--- config.mk ---
export PLATFORM = sky130hd
export DESIGN_NAME = cwt_top
export DESIGN_NICKNAME = d
export VERILOG_FILES = /design/src/cwt_top.v
export VERILOG_INCLUDE_DIRS = /design/src /design/src/include
export SDC_FILE = /design/constraint.sdc
export NUM_CORES = 1
export LEC_CHECK = 0
export ABC_AREA = 0
export BUFFER_PORTS_ARGS = -buffer_cell sky130_fd_sc_hd__clkbuf_2
export CAP_MARGIN = 40
export CORE_ASPECT_RATIO = 1.25
export CORE_MARGIN = 5
export CORE_UTILIZATION = 33
export CTS_BUF_LIST = sky130_fd_sc_hd__clkbuf_4
export CTS_CLUSTER_DIAMETER = 30
export CTS_CLUSTER_SIZE = 24
export DETAILED_ROUTE_END_ITERATION = 10
export GPL_TIMING_DRIVEN = 0
export MAX_ROUTING_LAYER = met4
export PLACE_DENSITY_LB_ADDON = 0.1
export SYNTH_ARGS = -nofsm -noshare
export SYNTH_HDL_FRONTEND = slang
export SYNTH_SLANG_ARGS = --single-unit
--- constraint.sdc ---
create_clock -name aclk -period 9.7 [get_ports aclk]
set_input_delay 1.94 -clock aclk [delete_from_list [all_inputs] [get_ports aclk]]
set_output_delay 1.94 -clock aclk [all_outputs]
set_load 0.01 [all_outputs]
--- src/include/cwt_defines.vh ---
// register map, field positions and timing constants for the clock out and wakeup timer
`ifndef CWT_DEFINES_VH
`define CWT_DEFINES_VH
// ========================================
// register byte offsets
`define CWT_OFS_CLK_OUT_CTRL 8'h00
`define CWT_OFS_PART_HIGH 8'h04
`define CWT_OFS_PART_LOW 8'h08
`define CWT_OFS_WAKE_STAT_CTRL 8'h0C
`define CWT_OFS_IRQ_STATUS 8'h10
`define CWT_OFS_IRQ_MASK 8'h14
// ========================================
// clock_output_control fields
`define CWT_CO_PIN_EN_BIT 4
`define CWT_CO_DIV_MSB 2
`define CWT_CO_DIV_LSB 0
// ========================================
// wakeup_timer_status_control fields
`define CWT_WK_FLAG_BIT 7
`define CWT_WK_ACK_BIT 6
`define CWT_WK_CLKSEL_BIT 5
`define CWT_WK_IE_BIT 4
`define CWT_WK_DLY_MSB 2
`define CWT_WK_DLY_LSB 0
// ========================================
// interrupt status bits
`define CWT_IRQ_WAKE_BIT 0
`define CWT_IRQ_BITS 1
// ========================================
// reset values and responses
`define CWT_RST_BYTE 8'h00
`define CWT_RST_WORD 32'h0000_0000
`define CWT_RESP_OKAY 2'h0
`define CWT_RESP_SLVERR 2'h2
// ========================================
// internal oscillator rate and delays in ms
`define CWT_INT_OSC_KHZ 16'h0001
`define CWT_DLY1_MS 16'h0008
`define CWT_DLY2_MS 16'h0020
`define CWT_DLY3_MS 16'h0040
`define CWT_DLY4_MS 16'h0080
`define CWT_DLY5_MS 16'h0100
`define CWT_DLY6_MS 16'h0200
`define CWT_DLY7_MS 16'h0400
// ========================================
// external clock divide ratios
`define CWT_XDIV1 16'h0100
`define CWT_XDIV2 16'h0400
`define CWT_XDIV3 16'h0800
`define CWT_XDIV4 16'h1000
`define CWT_XDIV5 16'h2000
`define CWT_XDIV6 16'h4000
`define CWT_XDIV7 16'h8000
`endif

--- src/cwt_top.v ---
// clock output divider, part number and periodic wakeup timer with axi4-lite registers
//
// The implementer's own choices: the AXI4-Lite register port and the placing of the registers.
`include "cwt_defines.vh"

module cwt_top #(
   parameter [11:0] PART_ID = 12'h5A3, // arbitrary value
   parameter DIV_W = 3,
   parameter CNT_W = 16
) (
   input wire aclk,
   input wire aresetn,
   input wire [7:0] s_axi_awaddr,
   input wire s_axi_awvalid,
   output reg s_axi_awready,
   input wire [31:0] s_axi_wdata,
   input wire [3:0] s_axi_wstrb,
   input wire s_axi_wvalid,
   output reg s_axi_wready,
   output reg [1:0] s_axi_bresp,
   output reg s_axi_bvalid,
   input wire s_axi_bready,
   input wire [7:0] s_axi_araddr,
   input wire s_axi_arvalid,
   output reg s_axi_arready,
   output reg [31:0] s_axi_rdata,
   output reg [1:0] s_axi_rresp,
   output reg s_axi_rvalid,
   input wire s_axi_rready,
   input wire int_osc_clk,
   input wire ext_xtal_clk,
   output reg port_c_bit_two_pin_o,
   output reg port_c_bit_two_pin_oe,
   output reg wakeup_irq,
   output reg irq
);

   // ========================================
   // functions
   function mapped;
      input [7:0] a;
      begin
         mapped = (a == `CWT_OFS_CLK_OUT_CTRL) || (a == `CWT_OFS_PART_HIGH) ||
                  (a == `CWT_OFS_PART_LOW) || (a == `CWT_OFS_WAKE_STAT_CTRL) ||
                  (a == `CWT_OFS_IRQ_STATUS) || (a == `CWT_OFS_IRQ_MASK);
      end
   endfunction

   // internal source: delay select to tick count
   function [CNT_W-1:0] int_ticks;
      input [2:0] sel;
      begin
         case (sel)
            3'h1: int_ticks = `CWT_DLY1_MS * `CWT_INT_OSC_KHZ;
            3'h2: int_ticks = `CWT_DLY2_MS * `CWT_INT_OSC_KHZ;
            3'h3: int_ticks = `CWT_DLY3_MS * `CWT_INT_OSC_KHZ;
            3'h4: int_ticks = `CWT_DLY4_MS * `CWT_INT_OSC_KHZ;
            3'h5: int_ticks = `CWT_DLY5_MS * `CWT_INT_OSC_KHZ;
            3'h6: int_ticks = `CWT_DLY6_MS * `CWT_INT_OSC_KHZ;
            3'h7: int_ticks = `CWT_DLY7_MS * `CWT_INT_OSC_KHZ;
            default: int_ticks = {CNT_W{1'b0}};
         endcase
      end
   endfunction

   // external source: delay select to divide ratio
   function [CNT_W-1:0] ext_ticks;
      input [2:0] sel;
      begin
         case (sel)
            3'h1: ext_ticks = `CWT_XDIV1;
            3'h2: ext_ticks = `CWT_XDIV2;
            3'h3: ext_ticks = `CWT_XDIV3;
            3'h4: ext_ticks = `CWT_XDIV4;
            3'h5: ext_ticks = `CWT_XDIV5;
            3'h6: ext_ticks = `CWT_XDIV6;
            3'h7: ext_ticks = `CWT_XDIV7;
            default: ext_ticks = {CNT_W{1'b0}};
         endcase
      end
   endfunction

   function [CNT_W-1:0] period;
      input ext;
      input [2:0] sel;
      begin
         period = ext ? ext_ticks(sel) : int_ticks(sel);
      end
   endfunction

   // ========================================
   // state
   reg co_pin_en_r;
   reg [DIV_W-1:0] co_div_r;
   reg [DIV_W-1:0] co_cnt_r;
   reg co_phase_r;
   reg wk_flag_r;
   reg wk_clksel_r;
   reg wk_ie_r;
   reg [2:0] wk_dly_r;
   reg [CNT_W-1:0] wk_cnt_r;
   reg [`CWT_IRQ_BITS-1:0] irq_status_r;
   reg [`CWT_IRQ_BITS-1:0] irq_mask_r;
   localparam SRC_N = 2;
   wire [SRC_N-1:0] src_pin = {ext_xtal_clk, int_osc_clk};
   wire [SRC_N-1:0] src_tick;
   reg [7:0] aw_addr_r;
   reg aw_full_r;
   reg [31:0] w_data_r;
   reg w_strb0_r;
   reg w_full_r;

   // ========================================
   // combinational decode
   wire aw_hs = s_axi_awvalid & s_axi_awready;
   wire w_hs = s_axi_wvalid & s_axi_wready;
   wire ar_hs = s_axi_arvalid & s_axi_arready;
   wire wr_go = aw_full_r & w_full_r & ~s_axi_bvalid;
   wire wr_ok = wr_go & mapped(aw_addr_r) & w_strb0_r;
   wire [7:0] wb = w_data_r[7:0];
   wire wr_co = wr_ok & (aw_addr_r == `CWT_OFS_CLK_OUT_CTRL);
   wire wr_wk = wr_ok & (aw_addr_r == `CWT_OFS_WAKE_STAT_CTRL);
   wire wr_mask = wr_ok & (aw_addr_r == `CWT_OFS_IRQ_MASK);
   wire rd_stat = ar_hs & (s_axi_araddr == `CWT_OFS_IRQ_STATUS);
   wire osc_tick = src_tick[0];
   wire xtal_tick = src_tick[1];
   wire wk_tick = wk_clksel_r ? xtal_tick : osc_tick;
   wire [CNT_W-1:0] wk_period = period(wk_clksel_r, wk_dly_r);
   wire wk_expire = (wk_dly_r != 3'h0) & wk_tick &
                    (wk_cnt_r == wk_period - 1'b1);
   wire wk_ack = wr_wk & wb[`CWT_WK_ACK_BIT];
   wire [`CWT_IRQ_BITS-1:0] irq_set = {wk_expire};
   reg [7:0] rd_byte;
   reg [`CWT_IRQ_BITS-1:0] irq_status_nxt;

   always @* begin
      rd_byte = `CWT_RST_BYTE;
      case (s_axi_araddr)
         `CWT_OFS_CLK_OUT_CTRL: begin
            rd_byte[`CWT_CO_PIN_EN_BIT] = co_pin_en_r;
            rd_byte[`CWT_CO_DIV_MSB:`CWT_CO_DIV_LSB] = co_div_r;
         end
         `CWT_OFS_PART_HIGH: rd_byte[3:0] = PART_ID[11:8];
         `CWT_OFS_PART_LOW: rd_byte = PART_ID[7:0];
         `CWT_OFS_WAKE_STAT_CTRL: begin
            rd_byte[`CWT_WK_FLAG_BIT] = wk_flag_r;
            rd_byte[`CWT_WK_CLKSEL_BIT] = wk_clksel_r;
            rd_byte[`CWT_WK_IE_BIT] = wk_ie_r;
            rd_byte[`CWT_WK_DLY_MSB:`CWT_WK_DLY_LSB] = wk_dly_r;
         end
         `CWT_OFS_IRQ_STATUS: rd_byte[`CWT_IRQ_BITS-1:0] = irq_status_r;
         `CWT_OFS_IRQ_MASK: rd_byte[`CWT_IRQ_BITS-1:0] = irq_mask_r;
         default: rd_byte = `CWT_RST_BYTE;
      endcase
   end

   always @* begin
      irq_status_nxt = irq_status_r;
      if (rd_stat) begin
         irq_status_nxt = {`CWT_IRQ_BITS{1'b0}};
      end
      irq_status_nxt = irq_status_nxt | irq_set;
   end

   // ========================================
   // axi4-lite write channel
   always @(posedge aclk) begin
      if (!aresetn) begin
         s_axi_awready <= 1'b1;
         s_axi_wready <= 1'b1;
         s_axi_bvalid <= 1'b0;
         s_axi_bresp <= `CWT_RESP_OKAY;
         aw_full_r <= 1'b0;
         w_full_r <= 1'b0;
         aw_addr_r <= `CWT_RST_BYTE;
         w_data_r <= `CWT_RST_WORD;
         w_strb0_r <= 1'b0;
      end else begin
         if (aw_hs) begin
            aw_addr_r <= s_axi_awaddr;
            aw_full_r <= 1'b1;
            s_axi_awready <= 1'b0;
         end
         if (w_hs) begin
            w_data_r <= s_axi_wdata;
            w_strb0_r <= s_axi_wstrb[0];
            w_full_r <= 1'b1;
            s_axi_wready <= 1'b0;
         end
         if (wr_go) begin
            aw_full_r <= 1'b0;
            w_full_r <= 1'b0;
            s_axi_bvalid <= 1'b1;
            s_axi_bresp <= mapped(aw_addr_r) ? `CWT_RESP_OKAY : `CWT_RESP_SLVERR;
         end
         if (s_axi_bvalid & s_axi_bready) begin
            s_axi_bvalid <= 1'b0;
            s_axi_awready <= 1'b1;
            s_axi_wready <= 1'b1;
         end
      end
   end

   // ========================================
   // axi4-lite read channel
   always @(posedge aclk) begin
      if (!aresetn) begin
         s_axi_arready <= 1'b1;
         s_axi_rvalid <= 1'b0;
         s_axi_rdata <= `CWT_RST_WORD;
         s_axi_rresp <= `CWT_RESP_OKAY;
      end else begin
         if (ar_hs) begin
            s_axi_arready <= 1'b0;
            s_axi_rvalid <= 1'b1;
            s_axi_rdata <= {24'h00_0000, rd_byte};
            s_axi_rresp <= mapped(s_axi_araddr) ? `CWT_RESP_OKAY : `CWT_RESP_SLVERR;
         end
         if (s_axi_rvalid & s_axi_rready) begin
            s_axi_rvalid <= 1'b0;
            s_axi_arready <= 1'b1;
         end
      end
   end

   // ========================================
   // control registers
   always @(posedge aclk) begin
      if (!aresetn) begin
         co_pin_en_r <= 1'b0;
         co_div_r <= {DIV_W{1'b0}};
         wk_clksel_r <= 1'b0;
         wk_ie_r <= 1'b0;
         wk_dly_r <= 3'h0;
         irq_mask_r <= {`CWT_IRQ_BITS{1'b0}};
      end else begin
         if (wr_co) begin
            co_pin_en_r <= wb[`CWT_CO_PIN_EN_BIT];
            co_div_r <= wb[`CWT_CO_DIV_MSB:`CWT_CO_DIV_LSB];
         end
         if (wr_wk) begin
            wk_clksel_r <= wb[`CWT_WK_CLKSEL_BIT];
            wk_ie_r <= wb[`CWT_WK_IE_BIT];
            wk_dly_r <= wb[`CWT_WK_DLY_MSB:`CWT_WK_DLY_LSB];
         end
         if (wr_mask) begin
            irq_mask_r <= wb[`CWT_IRQ_BITS-1:0];
         end
      end
   end

   // ========================================
   // clock output divider
   always @(posedge aclk) begin
      if (!aresetn) begin
         co_cnt_r <= {DIV_W{1'b0}};
         co_phase_r <= 1'b0;
         port_c_bit_two_pin_o <= 1'b0;
         port_c_bit_two_pin_oe <= 1'b0;
      end else begin
         if (co_div_r == {DIV_W{1'b0}} || !co_pin_en_r) begin
            co_cnt_r <= {DIV_W{1'b0}};
            co_phase_r <= 1'b0;
         end else if (co_cnt_r >= co_div_r - 1'b1) begin
            co_cnt_r <= {DIV_W{1'b0}};
            co_phase_r <= ~co_phase_r;
         end else begin
            co_cnt_r <= co_cnt_r + 1'b1;
         end
         port_c_bit_two_pin_oe <= co_pin_en_r;
         port_c_bit_two_pin_o <= co_pin_en_r & co_phase_r;
      end
   end

   // ========================================
   // oscillator and crystal synchronisers
   // one two-flop synchroniser and edge detector per tick source
   genvar gi;
   generate
      for (gi = 0; gi < SRC_N; gi = gi + 1) begin : g_sync
         reg [2:0] sync_r;
         always @(posedge aclk) begin
            if (!aresetn) begin
               sync_r <= 3'h0;
            end else begin
               sync_r <= {sync_r[1:0], src_pin[gi]};
            end
         end
         assign src_tick[gi] = sync_r[1] & ~sync_r[2];
      end
   endgenerate

   // ========================================
   // wakeup timer
   always @(posedge aclk) begin
      if (!aresetn) begin
         wk_cnt_r <= {CNT_W{1'b0}};
         wk_flag_r <= 1'b0;
      end else begin
         if (wk_dly_r == 3'h0 || wr_wk) begin
            wk_cnt_r <= {CNT_W{1'b0}};
         end else if (wk_expire) begin
            wk_cnt_r <= {CNT_W{1'b0}};
         end else if (wk_tick) begin
            wk_cnt_r <= wk_cnt_r + 1'b1;
         end
         if (wk_expire) begin
            wk_flag_r <= 1'b1;
         end else if (wk_ack) begin
            wk_flag_r <= 1'b0;
         end
      end
   end

   // ========================================
   // interrupts
   always @(posedge aclk) begin
      if (!aresetn) begin
         irq_status_r <= {`CWT_IRQ_BITS{1'b0}};
         wakeup_irq <= 1'b0;
         irq <= 1'b0;
      end else begin
         irq_status_r <= irq_status_nxt;
         wakeup_irq <= wk_flag_r & wk_ie_r;
         irq <= |(irq_status_r & irq_mask_r);
      end
   end

endmodule

==> results.sh <==
export IMPL_status="finished clean"
export IMPL_period_minus_slack_ns=3.57
export IMPL_async_reset_ff_share_pct=0
export IMPL_hold_slack_ns=0.443
export IMPL_path_depth=13
export IMPL_critical_path_peak_fanout=10
export IMPL_dieArea_um2=13600
export IMPL_die_x_um=105
export IMPL_final_common_cell="dfxtp_1"
export IMPL_required_ns=10.02
export IMPL_synth_sequential_area_ratio_pct=38.5
export IMPL_crit_path_start_kind="flip-flop"
export IMPL_antenna_left=0
export IMPL_cts_tree="built"
export IMPL_pin_count=106
export IMPL_place_gp_congestion=0.806
export IMPL_cp_endpoint="wk_cnt_r[6]"
export IMPL_power_density_nw_per_um2=121
export IMPL_critical_path_max_stage_delay_ns=0.63
export IMPL_rsz0062_at_grt="false"
export IMPL_fin_skew_ns=0.0142
export IMPL_grt_pass1_vias=2977
export IMPL_path_common_cell="clkbuf_1"
export IMPL_ys_ff_latch=72
export IMPL_crit_buf_inv=5
export IMPL_drv_cap=0
export IMPL_post_route_period_util_pct=36.9
export IMPL_die_height_um=129
export IMPL_numCtsBuffers=9
export IMPL_worst_slack_ns=6.13
export IMPL_end_kind="flip-flop"
export IMPL_wirelength_mm=8.81
export IMPL_syn_area_um2=3740
export IMPL_core_area_um2=11100
export IMPL_root_buffer="clkbuf_4"
export IMPL_clk_pin_slew_worst_paths_ns=0.12
export IMPL_cts_setup_buffers=0
export IMPL_rows=43
export IMPL_insertedDiodeCount=0
export IMPL_ys_flop_type="dfxtp_1"
export IMPL_yosysWarnings=0
export IMPL_drt_iter0_markers=128
export IMPL_start_util_pct=33.8
export IMPL_peakVddDrop_uv=69.3
export IMPL_netlist_cell_type_count=58
export IMPL_worstSkewPairLatency_ns=0.44
export IMPL_cts_buffer_depth=2
export IMPL_hold_buffers=0
export IMPL_vias_per_cell=4.66
export IMPL_firstDrtPassIters=4
export IMPL_netlist_instances=421
export IMPL_final_cell_mix="dfxtp_1, clkbuf_2, nand2_1"
export IMPL_avgSynthCellArea_um2=8.89
export IMPL_cp_arrival_ns=3.89
export IMPL_vias=3004
export IMPL_r2r_cells=13
export IMPL_finalSetupViolations=0
export IMPL_port_buffers=46
export IMPL_antenna_found_initial=0
export IMPL_drc=0
export IMPL_crit_family="simple AND/OR/NAND/NOR gates"
export IMPL_hold_class="flip-flop to flip-flop"
export IMPL_crit_type="flip-flop to flip-flop"
export IMPL_crit_chain="buf_2 -> clkbuf_1 -> or4b_2 -> ha_1 -> clkbuf_1 -> or4bb_1 -> nand2_1 -> a222oi_1 -> a211oi_1 -> and4_1 -> buf_6 -> buf_12 -> nor3_2"
export IMPL_grt_max_degree=13
export IMPL_reg2reg_from="wk_dly_r[1]"
export IMPL_grt_pass1_wl_mm=14.4
export IMPL_hold_viol=0
export IMPL_htree_levels=3
export IMPL_grt_overflow_total=0
export IMPL_r2r_slack_ns=6.13
export IMPL_drive_gt1_share_pct=22.5
export IMPL_reg2reg_to="wk_cnt_r[6]"
export IMPL_max_clock_freq_mhz=280
export IMPL_slew_viol_final=0
export IMPL_leakage_nw=1.86
export IMPL_post_cts_resized=0
export IMPL_synth_edf_count=0
export IMPL_fin_setup_tns_ns=0
export IMPL_cp_slowest_cell="or4b_2"
export IMPL_routedWlPerCell_um=13.7
export IMPL_pre_cts_ws_ns=6.14
export IMPL_num_nets_final=574
export IMPL_clock_sinks=72
export IMPL_crit_start="wk_dly_r[1]"
export IMPL_grt_use_total_pct=13.6
export IMPL_hpwl_mm=6.81
export IMPL_area_growth_pct=16.5
## cell families (layout without fill, tap and decap cells)
group                    count (synthesis)  in the layout  synth area share, %
AND/OR/NAND/NOR                        161            161                 24.5
multiplexers                            13             13                 3.48
other                                    1             28                0.100
flip-flops                              72             72                 38.5
adder cells (fa/ha/maj)                 10             10                 3.21
XOR/XNOR                                26             26                 6.08
buffers and inverters                   68            130                 10.6
AO/OA/AOI/OAI                           70             70                 13.5
## layer usage
| layer | up-vias | global-route usage (%) | wire length [um] |
|---|---|---|---|
| li1 | 1582 | - | - |
| met1 | 1356 | 14.9 | 3760 |
| met3 | 9 | 4.24 | 348 |
| met2 | 57 | 23.5 | 4580 |
| met4 | 0 | 4.36 | 115 |
| met5 | - | - | 0 |
## per-stage QoR
stage	total power (W)	std cells	utilization (%)	instance area [um2]
finish	0.000527	645	39.3	4360
global route	0.000555	645	39.3	4360
CTS	0.000535	645	39.3	4360
detailed placement	0.000364	629	38.3	4240
global placement	0.000364	629	38.3	4240
floorplan	0.000348	448	-	3840
## area by class of cell
class                      instances  area, um2
multi-input combinational        308       2010
buffer                            54        344
clock inverter                     5       33.8
inverter                          14       52.6
fill                            1172       6720
sequential                        72       1440
tap                              135        169
clock buffer                      11       82.6
timing repair buffer              46        230
## worst min-delay path by stage
stage	start	to	slack, ns	depth (start not counted)
after detailed placement	g_sync[0].sync_r[0]	g_sync[0].sync_r[1]	0.42	1
after global placement	g_sync[0].sync_r[0]	g_sync[0].sync_r[1]	0.41	1
after CTS	g_sync[0].sync_r[0]	g_sync[0].sync_r[1]	0.44	1
after floorplan	g_sync[0].sync_r[0]	g_sync[0].sync_r[1]	0.41	1
final	g_sync[0].sync_r[0]	g_sync[0].sync_r[1]	0.44	1
after global routing	g_sync[1].sync_r[0]	g_sync[1].sync_r[1]	0.46	1
## Yosys cell counts, types with 3 or more instances
cell type / n / area, um2
a21boi_0: 20 / 150
a21oi_1: 9 / 45.0
a22oi_1: 3 / 22.5
a31oi_1: 3 / 18.8
and2_1: 12 / 75.1
and3_1: 5 / 31.3
buf_2: 7 / 35.0
buf_4: 29 / 218
clkbuf_1: 16 / 60.1
dfxtp_1: 72 / 1440
ha_1: 8 / 100
inv_1: 14 / 52.6
mux2i_1: 13 / 130
nand2_1: 42 / 158
nand3_1: 25 / 125
nand4_1: 6 / 37.5
nor2_1: 15 / 56.3
nor2b_1: 14 / 87.6
nor3_1: 8 / 40.0
nor3_2: 10 / 100
o2111ai_1: 4 / 35.0
o21a_1: 5 / 37.5
o21ai_0: 8 / 40.0
or4_1: 3 / 22.5
xnor2_1: 13 / 114
xor2_1: 13 / 114
## flip-flops by register name, summed over array words and instances, names as in the netlist, 3 cells and up
| register | cells |
|---|---|
| aw_addr_r | 8 |
| co_cnt_r | 3 |
| co_div_r | 3 |
| g_sync.sync_r | 6 |
| s_axi_rdata | 6 |
| w_data_r | 6 |
| wk_cnt_r | 16 |
| wk_dly_r | 3 |
## power by group
group / internal, W / leakage (nW) / total [W] / switching (W)
Sequential: 0.000303 / 0.585 / 0.000308 / 0.00000517
Clock: 0.0000574 / 0.0528 / 0.000169 / 0.000112
Combinational: 0.0000225 / 1.22 / 0.0000494 / 0.0000269
No activity file was read; power rests on OpenSTA's default activity.
